==> src/shared/pcr_map.vh <==
// Register offsets, field positions, reset values and timing counts of the card reader controller.
`ifndef PCR_MAP_VH
`define PCR_MAP_VH
// Word indices of the four registers within the block's address window.
`define PCR_IDX_STATUS   2'h0
`define PCR_IDX_RAW      2'h1
`define PCR_IDX_PACKED   2'h2
`define PCR_IDX_MAINT    2'h3
// Default base of the address window (byte address, word index in bits 2:1).
`define PCR_BASE_DEFAULT 16'hff70
// Field positions of the control_status_word.
`define PCR_BIT_ERROR    15
`define PCR_BIT_CDONE    14
`define PCR_BIT_SUPPLY   13
`define PCR_BIT_FEED     12
`define PCR_BIT_OVERRUN  11
`define PCR_BIT_ONTRANS  10
`define PCR_BIT_BUSY     9
`define PCR_BIT_OFFLINE  8
`define PCR_BIT_COLAV    7
`define PCR_BIT_IEN      6
`define PCR_BIT_DISCARD  1
`define PCR_BIT_READ     0
// Reset value of every control flip-flop.
`define PCR_RST_CTRL     1'b0
`define PCR_RST_COL      12'h000
// Cycles after reset before pin edges count; covers the filter depth plus one.
`define PCR_WARM_CYCLES  3'h6
`endif

==> src/pcr_controller.v <==
// Card reader controller: register slave, column capture, flags and interrupt request.
`timescale 1ns/100ps
`include "pcr_map.vh"
module pcr_controller #(
    parameter [15:0] BASE_ADDR = `PCR_BASE_DEFAULT  // Window base; moved per installation by this parameter.
) (
    input  wire        core_clk,        // System clock, 50 MHz.
    input  wire        resetn,          // Asynchronous reset, active low.
    input  wire        bus_init,        // Synchronous bus initialize, active high.
    input  wire [15:0] bus_addr,        // Byte address of the access.
    input  wire [15:0] bus_wdata,       // Write data.
    input  wire        bus_wr,          // One-cycle write strobe.
    input  wire        bus_rd,          // One-cycle read strobe.
    output reg  [15:0] bus_rdata,       // Read data, valid the cycle after bus_rd.
    output reg         bus_rvalid,      // High in the cycle that read data stand.
    input  wire        rdr_online,      // Reader on-line level (pin).
    input  wire        rdr_busy,        // Reader processing a card (pin).
    input  wire        supply_alarm,    // Hopper empty or stacker full (pin).
    input  wire        feed_alarm,      // Pick or motion failure (pin).
    input  wire [11:0] rdr_data,        // Column data lines (pins).
    input  wire        rdr_strobe,      // Column strobe (pin).
    output wire        rdr_read_cmd,    // Start-read command to the reader.
    output wire        irq              // Interrupt request, level.
);

    ////////////////////////////////////////////////////////////////////////////
    // Helper functions.

    // Returns one when the address falls in the four-word window.
    function hit;
        input [15:0] a;
        begin
            hit = (a[15:3] == BASE_ADDR[15:3]);
        end
    endfunction

    // Compresses a 12-bit column to 8 bits; rows 1..7 are assumed single punched.
    // Double punches in rows 1..7 are not legal codes, so the result is then only a best guess.
    function [7:0] pack;
        input [11:0] c;
        reg   [2:0]  code;
        reg   [3:0]  row;                // Row number of the punch under test.
        integer      i;
        begin
            code = 3'h0;
            row  = 4'h0;
            // Rows 1..7 sit at bits 8..2; the lowest punched row wins if doubled.
            for (i = 2; i <= 8; i = i + 1) begin
                if (c[i]) begin
                    row  = 4'h9 - i[3:0];
                    code = row[2:0];
                end
            end
            pack = {c[11:9], c[1], code, c[0]};
        end
    endfunction

    ////////////////////////////////////////////////////////////////////////////
    // Pin synchronisers: three stages, a change counts when stages two and three agree.

    localparam integer NPIN = 5;         // Control pins: online, busy, supply, feed, strobe.
    // Control pins gathered so one generate loop filters all of them.
    wire [4:0]  pin_raw = {rdr_strobe, feed_alarm, supply_alarm, rdr_busy, rdr_online};
    reg  [4:0]  s1_ff;                   // First stage; read only by the second.
    reg  [4:0]  s2_ff;                   // Second stage.
    reg  [4:0]  s3_ff;                   // Third stage.
    reg  [4:0]  pin_ff;                  // Filtered level.
    reg  [11:0] d1_ff;                   // Data first stage.
    reg  [11:0] d2_ff;                   // Data second stage.
    reg  [11:0] d3_ff;                   // Data third stage, aligned with the strobe filter.
    genvar g;
    generate
        for (g = 0; g < NPIN; g = g + 1) begin : g_sync
            // Each pin settles independently, so a glitch on one cannot disturb another.
            always @(posedge core_clk or negedge resetn) begin
                if (!resetn) begin
                    s1_ff[g]  <= 1'b0;
                    s2_ff[g]  <= 1'b0;
                    s3_ff[g]  <= 1'b0;
                    pin_ff[g] <= 1'b0;
                end else begin
                    s1_ff[g] <= pin_raw[g];
                    s2_ff[g] <= s1_ff[g];
                    s3_ff[g] <= s2_ff[g];
                    if (s2_ff[g] == s3_ff[g]) begin
                        pin_ff[g] <= s3_ff[g];
                    end
                end
            end
        end
    endgenerate

    // Data lines lag the strobe filter by the same depth so the column is stable at capture.
    always @(posedge core_clk or negedge resetn) begin
        if (!resetn) begin
            d1_ff <= `PCR_RST_COL;
            d2_ff <= `PCR_RST_COL;
            d3_ff <= `PCR_RST_COL;
        end else begin
            d1_ff <= rdr_data;
            d2_ff <= d1_ff;
            d3_ff <= d2_ff;
        end
    end

    // Filtered reader levels; each is a pin after its three-stage filter.
    wire online  = pin_ff[0];
    wire busy    = pin_ff[1];
    wire supply  = pin_ff[2];
    wire feed    = pin_ff[3];
    wire strobe  = pin_ff[4];

    ////////////////////////////////////////////////////////////////////////////
    // Edge detection on the filtered levels.

    // The filters leave reset at zero while the pins may already be high, so every edge is
    // held off until the filters carry real pin levels; otherwise a reader that is on-line
    // at power-up would look like a fresh transition. An edge inside this window is lost.
    reg  [2:0] warm_ff;                 // Cycles since reset, saturating at the warm-up count.
    wire       warm = (warm_ff == `PCR_WARM_CYCLES);

    // Warm-up counter; it only moves while the filters are still settling.
    always @(posedge core_clk or negedge resetn) begin
        if (!resetn) begin
            warm_ff <= 3'h0;
        end else if (!warm) begin
            warm_ff <= warm_ff + 3'h1;
        end
    end

    reg  online_d_ff;                   // Previous online level.
    reg  busy_d_ff;                     // Previous busy level.
    reg  strobe_d_ff;                   // Previous strobe level.
    // Edges are one-cycle pulses in the core clock domain.
    wire online_rise = warm & online & ~online_d_ff;
    wire online_fall = warm & ~online & online_d_ff;
    wire card_exit   = warm & ~busy & busy_d_ff;
    wire col_strobe  = warm & strobe & ~strobe_d_ff;

    // Previous levels, one cycle behind the filters.
    always @(posedge core_clk or negedge resetn) begin
        if (!resetn) begin
            online_d_ff <= 1'b0;
            busy_d_ff   <= 1'b0;
            strobe_d_ff <= 1'b0;
        end else begin
            online_d_ff <= online;
            busy_d_ff   <= busy;
            strobe_d_ff <= strobe;
        end
    end

    ////////////////////////////////////////////////////////////////////////////
    // Bus decode.

    // Writes to the data registers clear column_available too, since the buffer is addressed.
    wire       sel       = hit(bus_addr);
    wire [1:0] idx       = bus_addr[2:1];
    wire       wr_status = bus_wr & sel & (idx == `PCR_IDX_STATUS);
    wire       data_acc  = (bus_wr | bus_rd) & sel &
                           ((idx == `PCR_IDX_RAW) | (idx == `PCR_IDX_PACKED));

    ////////////////////////////////////////////////////////////////////////////
    // Control and flag registers.

    reg        ien_ff;                  // Interrupt enable.
    reg        read_ff;                 // Start-read command held until the card starts.
    reg        discard_ff;              // Discard option.
    reg        colav_ff;                // column_available.
    reg        cdone_ff;                // card_complete.
    reg        overrun_ff;              // overrun_error.
    reg        ontrans_ff;              // online_transition.
    reg        error_ff;                // Error flag.
    reg [11:0] col_ff;                  // Column buffer.
    // Next-state values of the two column flags.
    reg        nxt_colav;
    reg        nxt_overrun;

    // Column flag logic; the strobe set wins over a same-cycle clear.
    always @* begin
        nxt_colav   = colav_ff;
        nxt_overrun = overrun_ff;
        if (wr_status) begin
            nxt_overrun = 1'b0;
        end
        if (data_acc) begin
            nxt_colav = 1'b0;
        end
        if (col_strobe) begin
            if (colav_ff && !discard_ff) begin
                nxt_overrun = 1'b1;
                nxt_colav   = 1'b0;
            end else if (!overrun_ff && !discard_ff) begin
                nxt_colav   = 1'b1;
            end
        end
    end

    // Flag and control registers; bus initialize behaves as reset.
    // A limitation: bus initialize leaves the column buffer as it was.
    always @(posedge core_clk or negedge resetn) begin
        if (!resetn) begin
            ien_ff     <= `PCR_RST_CTRL;
            read_ff    <= `PCR_RST_CTRL;
            discard_ff <= `PCR_RST_CTRL;
            colav_ff   <= `PCR_RST_CTRL;
            cdone_ff   <= `PCR_RST_CTRL;
            overrun_ff <= `PCR_RST_CTRL;
            ontrans_ff <= `PCR_RST_CTRL;
            error_ff   <= `PCR_RST_CTRL;
            col_ff     <= `PCR_RST_COL;
        end else if (bus_init) begin
            ien_ff     <= 1'b0;
            read_ff    <= 1'b0;
            discard_ff <= 1'b0;
            colav_ff   <= 1'b0;
            cdone_ff   <= 1'b0;
            overrun_ff <= 1'b0;
            ontrans_ff <= 1'b0;
            error_ff   <= 1'b0;
        end else begin
            colav_ff   <= nxt_colav;
            overrun_ff <= nxt_overrun;
            if (col_strobe) begin
                col_ff <= d3_ff;
            end
            if (wr_status) begin
                ien_ff     <= bus_wdata[`PCR_BIT_IEN];
                discard_ff <= bus_wdata[`PCR_BIT_DISCARD];
                // A read is refused while an error is pending.
                read_ff    <= bus_wdata[`PCR_BIT_READ] & ~error_ff;
            end else if (busy) begin
                read_ff <= 1'b0;            // The reader has taken the card.
            end
            // Loading the status clears the event flags, the error flag only while on-line; a same-cycle event still sets them.
            cdone_ff   <= card_exit | (cdone_ff & ~wr_status);
            ontrans_ff <= online_rise | (ontrans_ff & ~wr_status);
            error_ff   <= online_fall | (card_exit & overrun_ff) |
                          (error_ff & ~(wr_status & online));
        end
    end

    // The command is the only signal sent to the reader; it stays up until busy shows the card moving.
    assign rdr_read_cmd = read_ff;

    // Any flag raises the request when enabled; overrun reports through the error flag.
    assign irq = ien_ff & (error_ff | ~online | cdone_ff | ontrans_ff | colav_ff);

    ////////////////////////////////////////////////////////////////////////////
    // Read data path: one cycle after the strobe, zero for unmapped or write-only.

    // Status image: reader levels, controller flags, and the command bits that read back.
    wire [15:0] status_word;
    assign status_word = {error_ff, cdone_ff, supply, feed, overrun_ff, ontrans_ff,
                          busy, ~online, colav_ff, ien_ff, 4'h0, discard_ff, 1'b0};

    // Read data register; it returns to zero after one cycle so stale words never linger.
    always @(posedge core_clk or negedge resetn) begin
        if (!resetn) begin
            bus_rdata  <= 16'h0000;
            bus_rvalid <= 1'b0;
        end else begin
            bus_rvalid <= bus_rd;
            bus_rdata  <= 16'h0000;
            if (bus_rd && sel) begin
                case (idx)
                    `PCR_IDX_STATUS: bus_rdata <= status_word;
                    `PCR_IDX_RAW:    bus_rdata <= {4'h0, col_ff};
                    `PCR_IDX_PACKED: bus_rdata <= {8'h00, pack(col_ff)};
                    default:         bus_rdata <= 16'h0000;
                endcase
            end
        end
    end

endmodule // pcr_controller

==> config.mk <==
export PLATFORM = sky130hd
export DESIGN_NAME = pcr_controller
export DESIGN_NICKNAME = d
export VERILOG_FILES = /design/src/pcr_controller.v
export VERILOG_INCLUDE_DIRS = /design/src /design/src/shared
export SDC_FILE = /design/constraint.sdc
export NUM_CORES = 1
export LEC_CHECK = 0
export ABC_AREA = 1
export BUFFER_PORTS_ARGS = -buffer_cell sky130_fd_sc_hd__buf_4
export CAP_MARGIN = 5
export CORE_MARGIN = 3
export CORE_UTILIZATION = 40
export DETAILED_ROUTE_END_ITERATION = 16
export PLACE_DENSITY = 0.64
export SLEW_MARGIN = 10
export SYNTH_ARGS = -nofsm -noshare
export SYNTH_HDL_FRONTEND = slang
export SYNTH_SLANG_ARGS = --single-unit
==> constraint.sdc <==
create_clock -name core_clk -period 2.6 [get_ports core_clk]
set_clock_uncertainty 0.05 [all_clocks]
set_input_delay 0.26 -clock core_clk [delete_from_list [all_inputs] [get_ports core_clk]]
set_output_delay 0.26 -clock core_clk [all_outputs]
set_load 0.02 [all_outputs]
# After elaboration in Yosys (flattened, before gate mapping)
# Index checks and enable logic that the tools add are counted.
[classes]
n_addsub = 1
n_eq_ne = 9
mux = 28
n_bitwise = 37
reduce_logical = 9
[ops]
columns = ["cell", "count"]
rows = [
  ["one-hot mux 16 bit (3 select lines)", 1],
  ["two-way mux 3 bit", 7],
  ["AND 1 bit", 19],
  ["two-way mux 1 bit", 19],
  ["two-way mux 16 bit", 1],
  ["equality test 13 bit, second input constant", 1],
  ["bitwise OR 1 bit", 10],
  ["inverter 1 bit", 8],
  ["equality test 1 bit", 5],
  ["adder 3 x 1 -> 3 bit, second input constant", 1],
  ["equality test 3 bit, second input constant", 1],
  ["logical AND 1 bit", 3],
  ["nonzero test 3 bit", 1],
  ["equality test 2 x 1 -> 1 bit, second input constant", 1],
  ["equality test 2 bit, second input constant", 1],
  ["zero test 1 bit", 2],
  ["zero test 2 bit", 1],
  ["AND reduction 2 bit", 1],
  ["nonzero test 2 bit", 1],
]
[word_totals]
register_bits = 99
input_bits = 54
output_inout_bits = 19
word_cells = 122

# Depth between registers and ports, before layout
# Gate-level depths: netlist of run 1.
[logic_depth]
depth_word = 9
ltp_mapped = 10
ltp_nobuf = 9

# Worst setup path after synthesis of run 1
# OpenSTA, ideal clock, no wires.
[synth_path]
path_type = "reg2reg"
start = "register warm_ff[0]"
end = "register col_ff[2]"
setup_time_ps = 117
arrival_time_ps = 1222
t_required_ps = 2433
setup_slack_ps = 1212
path_stages_with_launch = 11
n_path_buf = 1
path_cell_list = "dfrtp_1 > inv_1 > ha_1 > nand2_2 > inv_2 > nand3b_4 > clkinv_4 > nand2_4 > buf_6 > nand2_1 > nand2_1"
[synth_between]
elab_chain_len = 4
[synth_lines]
columns = ["item", "line", "source"]
rows = [
  ["from (decl)", "pcr_controller.v:119", "reg [2:0] warm_ff;"],
  ["from (signal assigned)", "pcr_controller.v:127", "warm_ff <= warm_ff + 3'h1;"],
  ["equality test 3 bit (no source line)", "--", ""],
  ["AND 1 bit (2 in a row)", "pcr_controller.v:138", "wire col_strobe = warm & strobe & ~strobe_d_ff;"],
  ["AND reduction 2 bit (no source line)", "--", ""],
  ["to (signal assigned)", "pcr_controller.v:211", "col_ff <= `PCR_RST_COL;"],
  ["to (decl)", "pcr_controller.v:174", "reg [11:0] col_ff;"],
]
# Every way passes these cells.
# A chain may end at the register's enable or synchronous reset.

# Worst setup path after layout of run 1
[layout_path]
start = "register pin_ff[0], in the netlist online"
end = "output port irq"
[layout_between]
elab_chain_len = 6
[layout_lines]
columns = ["item", "line", "source"]
rows = [
  ["from (decl)", "pcr_controller.v:67", "reg [4:0] pin_ff;"],
  ["from (signal, indexed assignment)", "pcr_controller.v:86", "pin_ff[g] <= s3_ff[g];"],
  ["inverter 1 bit", "pcr_controller.v:247", "assign irq = ien_ff & (error_ff | ~online | cdone_ff | ontrans_ff | colav_ff);"],
  ["bitwise OR 1 bit (4 in a row)", "pcr_controller.v:247", ""],
  ["AND 1 bit", "pcr_controller.v:247", ""],
  ["to (decl)", "pcr_controller.v:23", "output wire irq"],
]
# Every way passes these cells.

==> metrics.md, run 1 <==
| Metric | Value |
|---|---|
| CP max stage cell | `dfrtp_1` |
| CTS Buffer Depth | `2` |
| Critical Path Fanout Max | `6` |
| TNS Setup | `0 ps` |
| Startpoint of the lowest-slack hold path | `bus_wdata[6]` |
| Pwr dens | `about 660 nW/µm²` |
| Root buf cell | `clkbuf_8` |
| Via Count | `2090` |
| Largest cells by area after synthesis | `dfrtp_1 (71%), nand2_1 (5.7%), nand3_1 (3.0%), inv_1 (2.8%), a21oi_2 (2.5%)` |
| Critical path's top delay family | `flip-flops` |
| Placed wire-length estimate | `between 3000 and 4000 µm` |
| Routed vias/inst | `approximately 4.4` |
| Insertion delay to the later sink of the worst-skew pair | `~350 ps` |
| Final hold violation count | `0` |
| Flops & latches, synth | `99` |
| Post-synth EDFFs | `0` |
| Sequential fraction of the synthesis area | `0.714` |
| Clock Sink Count | `99` |
| WP data required | `approximately 2300 ps` |
| Commonest non-fill, non-tap cells in the layout | `dfrtp_1 (99), buf_4 (58), nand2_1 (53), inv_1 (26), nand3_1 (21)` |
| Unrepaired setup endpoints after global routing | `no` |
| # rows | `33` |
| Initial antenna violation count | `0` |
| Final setup vio count | `0` |
| Net Sw Power | `about 0.70 mW` |
| Static leakage | `approximately 2.2 nW` |
| Max VDD drop | `about 0.3 mV` |
| Fmax | `606 MHz` |
| Initial core utilization | `0.416` |
| Largest area contributor in the netlist | `dfrtp_1` |
| I/O Pins | `73` |
| Dpl cell area | `slightly above 4000 µm²` |
| Async S/R FF share, synth | `1.00` |
| Mapped Cells | `about 280` |
| Clk pwr share | `0.327` |
| Yosys warns | `0` |
| Netlist cell types | `30` |
| First-pass GRT wire length | `between 9000 and 10000 µm` |
| Final GP Congestion | `between 0.7 and 0.8` |
| Tightest Pin Transition | `547 ps` |
| Bufs and invs on worst path | `1` |
| Sequential Power Share | `0.583` |
| Drt pass-1 iters | `4` |
| Largest net degree at the start of global routing | `57` |
| PortBufs | `just under 60` |
| Worst-path clk slew | `around 90 ps` |
| CP Launch Point | `online` |
| N_diodes | `0` |
| Critical path capture point type | `output port` |
| Synth Area per Inst | `~12 µm²` |
| Number of global-route vias before repair | `between 2k and 2.5k` |
| Die W | `99.2 µm` |
| Total power | `about 3 mW` |
| Total congestion overflow | `0` |
| Wirelength per Cell | `between 10 and 15 µm` |
| Number of CTS-inserted buffers | `9` |
| H-tree depth | `3` |
| Residual DRC | `0` |
| GRT Overall Usage | `0.122` |
| WP data arrival | `1340 ps` |
| Crit path kind | `flop to output port` |
| Fill cells | `742` |
| Period utilization | `0.635` |
| Syn Nets | `~340` |
| Final hold slack | `between 50 and 60 ps` |
| Maxcap violations | `0` |
| CTS tree | `done` |
| Combinational power share | `0.090` |
| Post-route cell area | `4420 µm²` |
| Chip height | `99.2 µm` |
| Most common cell after layout, fill and taps aside | `dfrtp_1` |
| Initial DRC Count | `93` |
| NumNets Final | `about 420` |
| Post-route worst setup slack | `949 ps` |
| Area share of the largest cell type after synthesis | `0.714` |
| Post-Syn Area | `approximately 3500 µm²` |
| Sw Ratio | `0.237` |
| Startpoint Class | `flop` |
| Area delta synth->final | `27.2%` |
| Outcome | `completed` |
| CP cell instances | `nand3_1 -> o31a_1 -> buf_4` |
| P_int | `about 2.2 mW` |
| Routed wire length | `5390 µm` |
| Core area | `8340 µm²` |
| R2r startpoint | `warm_ff[0]` |
| DRT antenna net count | `0` |
| Worst path max stage delay | `roughly 460 ps` |
| Dpl ws | `approximately 1100 ps` |
| Min cycle time layout | `1650 ps` |
| Prevailing post-synth register cell | `dfrtp_1` |
| Layout cells sized above 1 | `0.272` |
| Relative slew slack | `0.635` |
| Die Area | `slightly below 10000 µm²` |
| Hold WC Path Type | `primary input to flop` |
| Pins Over Slew Limit | `0` |
==> per-layer routing <==
layer  up-vias  routed length (µm)  part of all wire  track usage
li1       1054                   -                 -            -
met1       974                2480              0.46        0.161
met2        54                2460              0.46        0.189
met3         8                 341             0.063       0.0323
met4         0                 100             0.019       0.0567
met5         -                   0                 0            0
==> power groups by stage <==
stage / Clock, mW / Combinational, mW / Sequential [mW]
floorplan: 0 / 0.143 / 1.72
global placement: 0 / 0.241 / 1.74
detailed placement: 0 / 0.248 / 1.74
CTS: 0.999 / 0.271 / 1.71
global route: 1.07 / 0.309 / 1.72
finish: 0.958 / 0.265 / 1.71
==> worst min-delay path, delay by kind of cell <==
family / cells / cell delay (ps)
buffers and inverters: 1 / 80
AND/OR/NAND/NOR: 2 / 80
==> final timing paths <==
| check | end | slack [ps] | cells after the start |
|---|---|---|---|
| setup reg to reg | col_ff[6] | 1080 | 9 |
| hold / removal | ien_ff | 60 | 3 |
| hold reg to reg | d3_ff[0] | 300 | 0 |
| min in group asynchronous | bus_rdata[3] | 380 | 2 |
| max in group asynchronous | busy_d_ff | 1450 | 3 |
| setup / recovery | irq | 950 | 3 |
==> layout make-up <==
type                            count  area [µm²]  area share
Clock inverter                      6        65.1      0.0147
Tap cell                          105         131      0.0298
Sequential cell                    99        2480       0.561
Inverter                           28         110      0.0249
Clock buffer                       10         138      0.0312
Multi-Input combinational cell    146         848       0.192
Timing Repair Buffer               78         646       0.146
==> registers in the layout, summed over array words and instances (netlist names), 3 cells and up <==
name	cells
col_ff	12
warm_ff	3
bus_rdata	16
s1_ff	5
s3_ff	5
d3_ff	12
d1_ff	12
d2_ff	12
s2_ff	5
==> kinds of logic (layout without fill, tap and decap cells) <==
family,after synthesis,in the layout,share of synthesized area
xor gates and xnor gates,2,2,0.00505
AOI/OAI and AO/OA,29,29,0.0595
and+or+nand+nor,104,104,0.144
adders and majority gates,11,11,0.0360
buffers and inverters,33,122,0.0422
DFF,99,99,0.714
==> per-stage QoR <==
stage / utilization / instances
final: 0.529 / 472
after global routing: 0.529 / 472
after CTS: 0.529 / 472
after detailed placement: 0.482 / 437
after global placement: 0.482 / 437
after floorplan: - / 278
==> synth_stat cells, types with 2 or more instances <==
cell type and count:
buf_6 2, nand2_4 2, nand2_1 53, a22oi_1 2
nor2_2 5, buf_2 2, nand3b_4 2, inv_1 26
o21ai_0 6, nor2_1 16, a21oi_1 4, nor2_4 2
nand2_2 2, dfrtp_1 99, nand3_1 21, maj3_1 5
ha_1 6, a31oi_1 2, a21oi_2 10
==> repair_timing <==
item                      in CTS  in global routing
hold buffers                  19                  0
resized for setup              0                  0
hold endpoints to repair      61                  0
buffers inserted               0                  0
(Power assumes the default switching activity.)
==> run 2: changes to the inputs <==
==> constraint.sdc (replaced) <==
create_clock -name core_clk -period 1.7 [get_ports core_clk]
set_clock_uncertainty 0.05 [all_clocks]
set_input_delay 0.17 -clock core_clk [delete_from_list [all_inputs] [get_ports core_clk]]
set_output_delay 0.17 -clock core_clk [all_outputs]
set_load 0.02 [all_outputs]
==> run 2 against run 1 <==
Against the previous run: worst hold slack better by 74 ps; first-iteration DRC count grew 44%; cell count rose by 1.7%; global-route usage increased by 0.59 points; design area rose by 1.6%; clock-buffer cell count grew 2; flip-flop and latch count did not move; clock power grew 58%; utilization grew 0.86 points; highest routed layer unchanged.
==> metrics.md, run 2 (synthesized netlist as in run 1, its figures left out) <==
| Metric | Value |
|---|---|
| Wirelength per Cell | `around 12 µm` |
| Residual DRC | `0` |
| Period utilization | `0.951` |
| Clock Sink Count | `between 90 and 100` |
| Relative slew slack | `0.707` |
| CTS Buffer Depth | `2` |
| Tightest Pin Transition | `440 ps` |
| NumNets Final | `430` |
| Hold WC Path Type | `primary input to flop` |
| Fill cells | `731` |
| Max VDD drop | `roughly 0.54 mV` |
| Commonest non-fill, non-tap cells in the layout | `dfrtp_1 (99), buf_4 (62), nand2_1 (53), inv_1 (26), dlygate4sd3_1 (23)` |
| Total congestion overflow | `0` |
| Pwr dens | `1010 nW/µm²` |
| I/O Pins | `73` |
| Routed vias/inst | `roughly 4.5` |
| Number of global-route vias before repair | `~2.2k` |
| Drt pass-1 iters | `4` |
| CTS tree | `done` |
| Critical path's top delay family | `flip-flops` |
| Initial core utilization | `0.416` |
| Final hold violation count | `0` |
| TNS Setup | `0 ps` |
| Insertion delay to the later sink of the worst-skew pair | `about 350 ps` |
| Unrepaired setup endpoints after global routing | `no` |
| Placed wire-length estimate | `between 4000 and 5000 µm` |
| CP cell instances | `nand3_1 -> o31a_1 -> buf_4` |
| PortBufs | `58` |
| N_diodes | `0` |
| Static leakage | `2.21 nW` |
| WP data arrival | `roughly 1400 ps` |
| Initial antenna violation count | `0` |
| Core area | `approximately 8300 µm²` |
| Fmax | `618 MHz` |
| Outcome | `completed` |
| Startpoint Class | `flop` |
| CP max stage cell | `dfrtp_1` |
| Total power | `around 4.5 mW` |
| Final setup vio count | `0` |
| FF-to-FF setup slack | `~150 ps` |
| Die Area | `around 9800 µm²` |
| Initial DRC Count | `134` |
| Number of CTS-inserted buffers | `9` |
| Via Count | `about 2.1k` |
| Pins Over Slew Limit | `0` |
| First-pass GRT wire length | `between 9000 and 10000 µm` |
| Biggest register | `bus_rdata` |
| Chip height | `99.2 µm` |
| Dpl ws | `~160 ps` |
| # rows | `33` |
| Bufs and invs on worst path | `1` |
| Finished Layout Cells | `480` |
| Footprint of the multi-input gates | `roughly 850 µm²` |
| Placed cell count | `441` |
| Crit path kind | `flop to output port` |
| FF/Latch Area | `approximately 2500 µm²` |
| WP data required | `between 1000 and 1500 ps` |
| Worst path max stage delay | `490 ps` |
| Routed wire length | `roughly 5700 µm` |
| H-tree depth | `3` |
| Layout cells sized above 1 | `0.275` |
| Most common cell after layout, fill and taps aside | `dfrtp_1` |
| Root buf cell | `clkbuf_8` |
| DRT antenna net count | `0` |
| Largest net degree at the start of global routing | `43` |
| Number of flip-flops in the largest register | `16` |
| Die W | `between 90 and 100 µm` |
| Final GP Congestion | `approximately 0.77` |
| Critical Path Fanout Max | `6` |
| Maxcap violations | `0` |
| GRT Overall Usage | `0.128` |
| Post-route worst setup slack | `just over 80 ps` |
| Area delta synth->final | `29.2%` |
| Critical path capture point type | `output port` |
| Min cycle time layout | `between 1500 and 2000 ps` |
| Worst-path clk slew | `approximately 80 ps` |
## run 2: worst min-delay path, delay by kind of cell
family | cells | cell delay [ps]
AO/OA/AOI/OAI | 2 | 140
buffers and inverters | 1 | 80
AND/OR/NAND/NOR | 2 | 100
## run 2: layout make-up
class | instances | share of cell area
clock inverter | 4 | 0.0109
multi-input combinational | 146 | 0.189
tap | 105 | 0.0293
inverter | 28 | 0.0245
clock buffer | 12 | 0.0346
timing repair buffer | 86 | 0.160
sequential | 99 | 0.552
## run 2: stage by stage
step | util | cell area, µm² | hold WS (ps)
4_1_cts | 0.538 | 4490 | 120
3_3_place_gp | 0.486 | 4050 | 96.8
6_report | 0.538 | 4490 | 134
3_5_place_dp | 0.486 | 4050 | 97.9
5_1_grt | 0.538 | 4490 | 186
2_1_floorplan | - | 3470 | -176
## run 2: final timing paths
check,from,end,cells after the start
worst max-delay path,online,irq,3
worst min-delay path,bus_wr,colav_ff,5
worst max register to register,warm_ff[0],col_ff[8],9
worst min register to register,d2_ff[5],d3_ff[5],0
max in group asynchronous,resetn,d1_ff[2],3
min in group asynchronous,resetn,bus_rdata[3],2
## run 2: where the power goes
part	leakage (nW)	internal [mW]	switching (mW)
logic	0.897	0.201	0.223
clock network	0.106	0.759	0.746
registers	1.20	2.51	0.102
total	2.21	3.47	1.07
## run 2: routing by layer
metal	wire (µm)	part of all wire	global-route usage
met5	0	0	0
met2	2690	0.47	0.204
met1	2560	0.45	0.163
met3	335	0.059	0.0259
met4	122	0.021	0.0735
## run 2: timing repair
item | 4_1_cts | 5_1_grt
hold endpoints to repair | 54 | 0
buffers inserted | 0 | 0
hold buffers | 23 | 0
gates resized for setup | 0 | 0
